### src/rtl/pimc_regs.vh
// Purpose: register map and constants of the pulse input measure channel
// Assumes: AHB-Lite slave, 32-bit word registers
// Notes: all offsets are byte addresses
`ifndef PIMC_REGS_VH
`define PIMC_REGS_VH
// ==========================================================
// register offsets
`define PIMC_OFS_CTRL 8'h00
`define PIMC_OFS_STAT 8'h04
`define PIMC_OFS_TCNT 8'h08
`define PIMC_OFS_ECNT 8'h0C
`define PIMC_OFS_TCNT2 8'h10
`define PIMC_OFS_GR1 8'h14
`define PIMC_OFS_GR2 8'h18
`define PIMC_OFS_GR3 8'h1C
`define PIMC_OFS_GR4 8'h20
// ==========================================================
// control fields
`define PIMC_CTRL_EN 0
`define PIMC_CTRL_MODE_LSB 1
`define PIMC_CTRL_MODE_MSB 2
`define PIMC_CTRL_CLK_LSB 4
`define PIMC_CTRL_CLK_MSB 6
`define PIMC_CTRL_EDGE_LSB 8
`define PIMC_CTRL_EDGE_MSB 9
`define PIMC_CTRL_LVL 10
// ==========================================================
// mode and edge codes
`define PIMC_MODE_EDGE 2'h0
`define PIMC_MODE_IVAL 2'h1
`define PIMC_MODE_LVL 2'h2
`define PIMC_MODE_PWM 2'h3
`define PIMC_EDGE_RISE 2'h1
`define PIMC_EDGE_FALL 2'h2
`define PIMC_EDGE_BOTH 2'h3
// ==========================================================
// reset values and constants
`define PIMC_CTRL_RST 11'h000
`define PIMC_TCNT_STEP 32'h00000100
`define PIMC_NUM_BUS 6
`endif

### src/rtl/pimc_channel.v
// Purpose: pulse input measure channel with AHB-Lite register access
// Assumes: clock buses arrive as hclk-domain enable pulses
// Notes: time counters step by 256 per count clock
//
// Added by the designer: the register offsets and the AHB-Lite slave port.
`timescale 1ns/1ps
`default_nettype none
`include "pimc_regs.vh"
module pimc_channel #(
  parameter TW = 32,
  parameter EW = 16
) (
  input wire hclk,
  input wire hresetn,
  input wire hsel,
  input wire [31:0] haddr,
  input wire [1:0] htrans,
  input wire hwrite,
  input wire [2:0] hsize,
  input wire [31:0] hwdata,
  input wire hready,
  output reg [31:0] hrdata,
  output wire hreadyout,
  output wire hresp,
  input wire [5:0] clock_bus,
  input wire measured_input,
  output reg capture_flag
);
  // ==========================================================
  // declarations
  reg [10:0] ctrl_q;
  reg [TW-1:0] time_counter;
  reg [EW-1:0] event_counter;
  reg [TW-1:0] second_time_counter;
  reg [TW-1:0] first_general_register;
  reg [EW-1:0] second_general_register;
  reg [TW-1:0] third_general_register;
  reg [TW-1:0] fourth_general_register;
  reg ematch_q;
  reg wr_pend_q;
  reg [7:0] wr_addr_q;
  wire in_level;
  wire in_rise;
  wire in_fall;
  wire enable;
  wire [1:0] mode;
  wire [2:0] bus_sel;
  wire [1:0] edge_sel;
  wire lvl_sel;
  wire tick;
  wire ev_edge;
  wire lvl_gate;
  wire tmatch;
  wire ematch;
  wire clr_flag;
  // ==========================================================
  // helper functions
  function [TW-1:0] step;
    input [TW-1:0] v;
    begin
      step = v + `PIMC_TCNT_STEP;
    end
  endfunction
  function edge_pick;
    input [1:0] sel;
    input r;
    input f;
    begin
      case (sel)
        `PIMC_EDGE_RISE: edge_pick = r;
        `PIMC_EDGE_FALL: edge_pick = f;
        `PIMC_EDGE_BOTH: edge_pick = r | f;
        default: edge_pick = 1'b0;
      endcase
    end
  endfunction
  // ==========================================================
  // input synchroniser
  pimc_edge_sync u_sync (
    .hclk(hclk),
    .hresetn(hresetn),
    .pin_in(measured_input),
    .level(in_level),
    .rise(in_rise),
    .fall(in_fall)
  );
  // ==========================================================
  // control decode
  assign enable = ctrl_q[`PIMC_CTRL_EN];
  assign mode = ctrl_q[`PIMC_CTRL_MODE_MSB:`PIMC_CTRL_MODE_LSB];
  assign bus_sel = ctrl_q[`PIMC_CTRL_CLK_MSB:`PIMC_CTRL_CLK_LSB];
  assign edge_sel = ctrl_q[`PIMC_CTRL_EDGE_MSB:`PIMC_CTRL_EDGE_LSB];
  assign lvl_sel = ctrl_q[`PIMC_CTRL_LVL];
  // bus codes above five select no clock
  assign tick = enable && (bus_sel < `PIMC_NUM_BUS) && clock_bus[bus_sel];
  // level mode always counts falling edges; others use the edge select
  assign ev_edge = enable && ((mode == `PIMC_MODE_LVL) ? in_fall :
                   edge_pick(edge_sel, in_rise, in_fall));
  assign lvl_gate = (in_level == lvl_sel);
  assign tmatch = enable && (mode == `PIMC_MODE_EDGE) &&
                  (time_counter == first_general_register);
  assign ematch = enable && (mode != `PIMC_MODE_EDGE) &&
                  (event_counter == second_general_register);
  assign clr_flag = wr_pend_q && (wr_addr_q == `PIMC_OFS_STAT) && hwdata[0];
  // ==========================================================
  // time counter
  always @(posedge hclk or negedge hresetn) begin
    if (!hresetn) begin
      time_counter <= {TW{1'b0}};
    end else begin
      // a bus write to the counter wins over counting; the event match acts on the next count clock
      if (wr_pend_q && wr_addr_q == `PIMC_OFS_TCNT) begin
        time_counter <= hwdata[TW-1:0];
      end else if (mode == `PIMC_MODE_EDGE) begin
        if (tmatch) begin
          time_counter <= {TW{1'b0}};
        end else if (tick) begin
          time_counter <= step(time_counter);
        end
      end else if (mode == `PIMC_MODE_IVAL) begin
        if (tick && ematch_q) begin
          time_counter <= `PIMC_TCNT_STEP;
        end else if (tick) begin
          time_counter <= step(time_counter);
        end
      end else begin
        // level and pwm: counts only at the chosen level
        if (tick && ematch_q) begin
          time_counter <= lvl_gate ? `PIMC_TCNT_STEP : {TW{1'b0}};
        end else if (tick && lvl_gate) begin
          time_counter <= step(time_counter);
        end
      end
    end
  end
  // ==========================================================
  // event counter
  always @(posedge hclk or negedge hresetn) begin
    if (!hresetn) begin
      event_counter <= {EW{1'b0}};
    end else if (wr_pend_q && wr_addr_q == `PIMC_OFS_ECNT) begin
      event_counter <= hwdata[EW-1:0];
    end else if (tmatch || (ematch && !ematch_q)) begin
      // clear and simultaneous edge merge into one count
      event_counter <= ev_edge ? {{(EW-1){1'b0}}, 1'b1} : {EW{1'b0}};
    end else if (ev_edge) begin
      event_counter <= event_counter + {{(EW-1){1'b0}}, 1'b1};
    end
  end
  // ==========================================================
  // pending event match, held until the next count clock
  always @(posedge hclk or negedge hresetn) begin
    if (!hresetn) begin
      ematch_q <= 1'b0;
    end else if (!enable || mode == `PIMC_MODE_EDGE) begin
      ematch_q <= 1'b0;
    end else if (ematch && !ematch_q) begin
      ematch_q <= 1'b1;
    end else if (tick) begin
      ematch_q <= 1'b0;
    end
  end
  // ==========================================================
  // second time counter, ungated, pwm only
  always @(posedge hclk or negedge hresetn) begin
    if (!hresetn) begin
      second_time_counter <= {TW{1'b0}};
    end else if (wr_pend_q && wr_addr_q == `PIMC_OFS_TCNT2) begin
      second_time_counter <= hwdata[TW-1:0];
    end else if (mode == `PIMC_MODE_PWM && tick) begin
      second_time_counter <= ematch_q ? `PIMC_TCNT_STEP : step(second_time_counter);
    end else if (mode != `PIMC_MODE_PWM) begin
      second_time_counter <= second_time_counter;
    end
  end
  // ==========================================================
  // general registers and capture flag
  always @(posedge hclk or negedge hresetn) begin
    if (!hresetn) begin
      first_general_register <= {TW{1'b0}};
      second_general_register <= {EW{1'b0}};
      third_general_register <= {TW{1'b0}};
      fourth_general_register <= {TW{1'b0}};
      capture_flag <= 1'b0;
    end else begin
      if (wr_pend_q && wr_addr_q == `PIMC_OFS_GR1) begin
        first_general_register <= hwdata[TW-1:0];
      end else if (mode != `PIMC_MODE_EDGE && tick && ematch_q) begin
        first_general_register <= time_counter;
      end
      if (wr_pend_q && wr_addr_q == `PIMC_OFS_GR2) begin
        second_general_register <= hwdata[EW-1:0];
      end else if (tmatch) begin
        second_general_register <= event_counter;
      end
      if (wr_pend_q && wr_addr_q == `PIMC_OFS_GR3) begin
        third_general_register <= hwdata[TW-1:0];
      end else if (mode == `PIMC_MODE_PWM && tick && ematch_q) begin
        third_general_register <= second_time_counter;
      end
      // fourth register is plain storage in every mode
      if (wr_pend_q && wr_addr_q == `PIMC_OFS_GR4) begin
        fourth_general_register <= hwdata[TW-1:0];
      end
      // a capture in the same cycle as the clear wins
      if (tmatch || (mode != `PIMC_MODE_EDGE && tick && ematch_q)) begin
        capture_flag <= 1'b1;
      end else if (clr_flag) begin
        capture_flag <= 1'b0;
      end
    end
  end
  // ==========================================================
  // AHB-Lite slave: zero wait states, always OKAY
  assign hreadyout = 1'b1;
  assign hresp = 1'b0;
  always @(posedge hclk or negedge hresetn) begin
    if (!hresetn) begin
      wr_pend_q <= 1'b0;
      wr_addr_q <= 8'h00;
      ctrl_q <= `PIMC_CTRL_RST;
      hrdata <= 32'h00000000;
    end else begin
      wr_pend_q <= hsel && hready && htrans[1] && hwrite;
      if (hsel && hready && htrans[1]) begin
        wr_addr_q <= haddr[7:0];
      end
      if (wr_pend_q && wr_addr_q == `PIMC_OFS_CTRL) begin
        ctrl_q <= hwdata[10:0];
      end
      if (hsel && hready && htrans[1] && !hwrite) begin
        case (haddr[7:0])
          `PIMC_OFS_CTRL: hrdata <= {21'h000000, ctrl_q};
          `PIMC_OFS_STAT: hrdata <= {30'h00000000, in_level, capture_flag};
          `PIMC_OFS_TCNT: hrdata <= time_counter;
          `PIMC_OFS_ECNT: hrdata <= {{(32-EW){1'b0}}, event_counter};
          `PIMC_OFS_TCNT2: hrdata <= second_time_counter;
          `PIMC_OFS_GR1: hrdata <= first_general_register;
          `PIMC_OFS_GR2: hrdata <= {{(32-EW){1'b0}}, second_general_register};
          `PIMC_OFS_GR3: hrdata <= third_general_register;
          `PIMC_OFS_GR4: hrdata <= fourth_general_register;
          default: hrdata <= 32'h00000000;
        endcase
      end
    end
  end
endmodule
`default_nettype wire

### src/rtl/pimc_edge_sync.v
// Purpose: two-stage synchroniser and edge detector for the measured input
// Assumes: input is asynchronous to hclk
// Notes: edges appear two cycles after the pin changes
`timescale 1ns/1ps
`default_nettype none
module pimc_edge_sync (
  input wire hclk,
  input wire hresetn,
  input wire pin_in,
  output wire level,
  output wire rise,
  output wire fall
);
  reg meta_q;
  reg sync_q;
  reg prev_q;
  // ==========================================================
  // synchroniser and history
  always @(posedge hclk or negedge hresetn) begin
    if (!hresetn) begin
      meta_q <= 1'b0;
      sync_q <= 1'b0;
      prev_q <= 1'b0;
    end else begin
      meta_q <= pin_in;
      sync_q <= meta_q;
      prev_q <= sync_q;
    end
  end
  assign level = sync_q;
  assign rise = sync_q & ~prev_q;
  assign fall = ~sync_q & prev_q;
endmodule
`default_nettype wire

### config.mk
export PLATFORM = sky130hd
export DESIGN_NAME = pimc_channel
export DESIGN_NICKNAME = d
export VERILOG_FILES = /design/src/rtl/pimc_channel.v /design/src/rtl/pimc_edge_sync.v
export VERILOG_INCLUDE_DIRS = /design/src /design/src/rtl
export SDC_FILE = /design/constraint.sdc
export NUM_CORES = 1
export LEC_CHECK = 0
export ABC_CLOCK_PERIOD_IN_PS = 2800
export BUFFER_PORTS_ARGS = -buffer_cell sky130_fd_sc_hd__buf_2
export CORE_UTILIZATION = 38
export CTS_CLUSTER_DIAMETER = 30
export DETAILED_ROUTE_END_ITERATION = 10
export HOLD_SLACK_MARGIN = 0.02
export PLACE_DENSITY_LB_ADDON = 0.2
export SLEW_MARGIN = 20
export SYNTH_ARGS = -nofsm -noshare
export SYNTH_HDL_FRONTEND = slang
export SYNTH_SLANG_ARGS = --single-unit
### constraint.sdc
create_clock -name hclk -period 2.8 [get_ports hclk]
set_input_delay 0.14 -clock hclk [delete_from_list [all_inputs] [get_ports hclk]]
set_output_delay 0.14 -clock hclk [all_outputs]
set_load 0.02 [all_outputs]
==> summary.md <==
The run finished with clean final reports. The count of boundary I/O pins was 116. The number of nets in the layout was 1,752.

For the violation count after the first detailed-route iteration, the log shows 1,164. Worst hold path cell count: 3. The type of the setup path with the least slack is reg2reg. In this run the critical register-to-register path is launched from ctrl_q[4]. For this run, the slowest stage of the critical path takes 640 ps. Setup repair after global routing could not meet its margin everywhere. For this run, the number of Yosys warnings is 0.

The die extent in y works out to 195 um. Ranked by total cell area, the synthesized netlist is headed by sky130_fd_sc_hd__dfrtp_1 44%, sky130_fd_sc_hd__mux2i_1 6.3%, sky130_fd_sc_hd__mux2_2 4.9%. Buffers placed on the I/O ports in this run total 85. Summed over all instances, the cell type with the most area after synthesis is sky130_fd_sc_hd__dfrtp_1.

The logs give 40.7 ps for the final worst hold slack and 0 for the final routed DRC violation total. Once detail routing completed, the nets flagged for antenna violations numbered 0. The run gives 3240 ps as the endpoint required time on the critical path. The power density normalized to cell area was 773 nW/um2.

The data arrival time at the worst-slack endpoint came out at 3100 ps. The final-report setup violation count was 0; the average size of a mapped cell was 9.53 um2. The worst pin sits at a relative slew slack of 28.6%.

The count of standard-cell rows was 70; the part of the power in registers was 30.2%. The fraction of post-synthesis cell area in the top cell type by area works out to 43.8%. The internal power of the cells is 0.0105 W. Traced cell by cell, the critical path runs through buf_4 > mux2i_1 > nor3_1 > nor2_1 > buf_4 > o21ai_0 > nand2_1 > buf_4 > a22o_1.

The critical-path maximum fanout was 8; the final critical delay including setup and external delays was 2660 ps. For flop-to-flop paths, the worst setup slack is 140 ps. The post-route non-filler standard cell count was 2,192; the insertion delay of the later-clocked pin in the worst-skew pair was 580 ps. Net switching is 26.5% of the power.

The H-tree was split into 3 levels. In this run the static leakage power is 8.24 nW. The first global-routing pass estimated 77.3 mm of wire. The run gives 34.9 mm as the HPWL reported at the end of detailed placement. The initial antenna violation count is 0, and the largest voltage drop on the vdd net is 0.619 mV.

Number of synthesized flops with an enable pin: 0. The pin count of the biggest net entering global routing was 102; the post-detailed-routing wire length was 50.0 mm. In this run, the clock network consumes 56.9% of the power. Routed length per placed instance: 22.8 um. The most common flop cell mapped by yosys was sky130_fd_sc_hd__dfrtp_1. Clock-pin slew was measured on the worst setup and hold paths at 50 ps. Category of the worst setup path launch point: a flip-flop. Once the floorplan was initialized, standard cells occupied 38.7% of the core. Clock tree synthesis selected as its root buffer the cell sky130_fd_sc_hd__clkbuf_16.

TritonCTS built the clock tree. The tools report the gate count after technology mapping as 1,492. Power share of the combinational group: 12.9%. The die is 195 um wide. Kind of path behind the tightest hold check: in2reg.

The share of async-settable or async-resettable flops after synthesis is 100%. The tools report the number of sinks driven by the clock tree as 249. The maximum buffer depth of the clock tree came out at 3. Among all stages on the critical path, the largest delay is contributed by sky130_fd_sc_hd__o21ai_0.

The worst register-to-register path ends at time_counter[5]. The number of hold-slack violations in the final timing report came out at 0. For the detailed-routing iteration count for the pre-antenna-repair pass, the log shows 5. The net switching power of the design is 0.00378 W, and the final weighted congestion in routability-driven placement is 0.921. The end point of the worst hold path is wr_addr_q[5]. The setup clock skew after layout was 23.3 ps; the floorplan die area was 38,200 um2. After detailed placement, the design holds a cell count of 2,018. The cell seen most often among critical-path stages is sky130_fd_sc_hd__buf_4.

Summed over all layers, the global routing overflow is 0. The run gives 0 ps as the setup TNS. The logs give 12,900 for the via count of the routed design and 26.7% for the total routing resource utilization after global routing. The count of cells along the worst register-to-register path is 9. The logs give 14,200 um2 for the cell area after technology mapping and 141 ps for the post-route worst setup slack.

The tool flagged a number of max-cap violations equal to 0. The net count after synthesis is 1,578, and the actual transition at the worst max-transition pin is 1060 ps. The share of synthesized area occupied by flip-flops and latches is 43.8%. The endpoint class of the critical path was a flip-flop.

In this run, synthesis produced a sequential element count of 249. The final count of pins violating max slew is 0. Timing analysis after detailed placement gives a worst setup slack of 103 ps. The maximum operating frequency is 376 MHz, and the number of global-route vias before repair is 12,700. The final critical-path share of the clock period came out at 95.0%.

TritonCTS created 72 clock buffers. In this run the standard cell core region covers 36,700 um2. The synthesized netlist contains 78 unique library cells. Hold path startpoint: haddr[5].

The area growth from synthesis to layout is 29.9%. After detailed routing, the number of vias per cell comes to 5.88. The share of layout cells above drive strength 1 is 23.3%.
power groups by stage:
stage / registers, W / logic, W / clock network, W
final: 0.00431 / 0.00184 / 0.00813
after global routing: 0.00434 / 0.00201 / 0.00845
after CTS: 0.00429 / 0.00182 / 0.00823
after detailed placement: 0.00434 / 0.00177 / 0
after global placement: 0.00433 / 0.00176 / 0
after floorplan: 0.00417 / 0.00121 / 0
synth_stat cells (all sizes together), types with 4 or more instances:
master and count:
o31ai 18, a222oi 21, or3 5, a31oi 15, a221oi 16, and3 24
nor3 28, o21ai 96, nor2 113, nand4 19, o41ai 4, a2bb2oi 4
nand2b 5, and2 10, nand2 162, xor2 43, o311ai 10, a22o 38
nor4b 4, clkbuf 87, o21a 11, o22ai 9, inv 14, xnor2 36
mux2 63, a32oi 4, buf 42, dfrtp 249, nor4 10, nand3 38
nor2b 7, a221o 11, a21oi 99, a22oi 42, mux2i 90, ha 5
critical path, delay by kind of cell (launching register included):
kind,cells,cell delay (ps)
AO/OA/AOI/OAI,2,830
buffers and inverters,3,580
AND/OR/NAND/NOR,3,610
multiplexers,1,130
flip-flops,1,390
registers in the layout, summed over array words and instances (netlist names):
signal and flops:
first_general_register 32, fourth_general_register 32, hrdata 32, second_time_counter 32
third_general_register 32, time_counter 32, event_counter 16, second_general_register 16
ctrl_q 11, wr_addr_q 8, capture_flag 1, ematch_q 1
u_sync.level 1, u_sync.meta_q 1, u_sync.prev_q 1, wr_pend_q 1
what timing repair did:
action,4_1_cts,5_1_grt
hold buffers,40,0
endpoints found under the hold margin,404,0
setup endpoints to repair,0,12
setup buffers,0,2
resized for setup,0,1
how the worst max path moves through the flow:
stage                               start                end
6_report                        ctrl_q[4]    time_counter[5]
5_1_grt        first_general_register[26]  event_counter[15]
4_1_cts        first_general_register[26]  event_counter[15]
3_5_place_dp   first_general_register[26]  event_counter[15]
3_3_place_gp                     haddr[7]         hrdata[18]
2_1_floorplan                u_sync.level  event_counter[12]
per-stage QoR:
stage / utilization [%] / area (um2) / power (W)
global route: 50.3 / 18500 / 0.0148
global placement: 42.5 / 15600 / 0.00609
detailed placement: 42.5 / 15600 / 0.00611
floorplan: - / 14200 / 0.00538
CTS: 50.2 / 18400 / 0.0143
finish: 50.3 / 18500 / 0.0143
cell families after synthesis:
| family | count (synthesis) | synth area share [%] |
|---|---|---|
| other | 2 | 0.0528 |
| AND/OR/NAND/NOR | 438 | 14.5 |
| XOR/XNOR | 79 | 4.87 |
| buffers and inverters | 144 | 4.52 |
| AO/OA/AOI/OAI | 421 | 20.3 |
| multiplexers | 154 | 11.5 |
| adder cells (fa/ha/maj) | 5 | 0.440 |
| flip-flops | 249 | 43.8 |
routing by layer:
layer	GRT usage (%)	vias up	part of all wire, %
li1	-	5863	-
met1	37.6	6441	46
met2	40.6	475	44
met3	5.89	102	7.5
met4	8.46	0	2.4
met5	0	-	0
final cells by class:
cell class                      count  area [um2]
Clock buffer                      100        2110
Fill cell                        3359       18200
Tap cell                          468         586
Antenna cell                        1        2.50
Sequential cell                   249        6230
Timing Repair Buffer              229        1740
Multi-Input combinational cell   1099        7390
Inverter                           15        56.3
Clock inverter                     31         335
layout by cell type (no fill, tap or decap), drive strengths merged, types with 19 or more instances in the layout:
cell type	Yosys	final
dfrtp	249	249
buf	42	189
nand2	162	162
nor2	113	113
clkbuf	87	100
a21oi	99	99
o21ai	96	96
mux2i	90	90
mux2	63	63
xor2	43	43
a22oi	42	42
dlygate4sd3	0	40
a22o	38	38
nand3	38	38
xnor2	36	36
nor3	28	28
and3	24	24
clkinv	1	24
a222oi	21	21
nand4	19	19
Note: power is estimated with default switching activity, not from simulation.
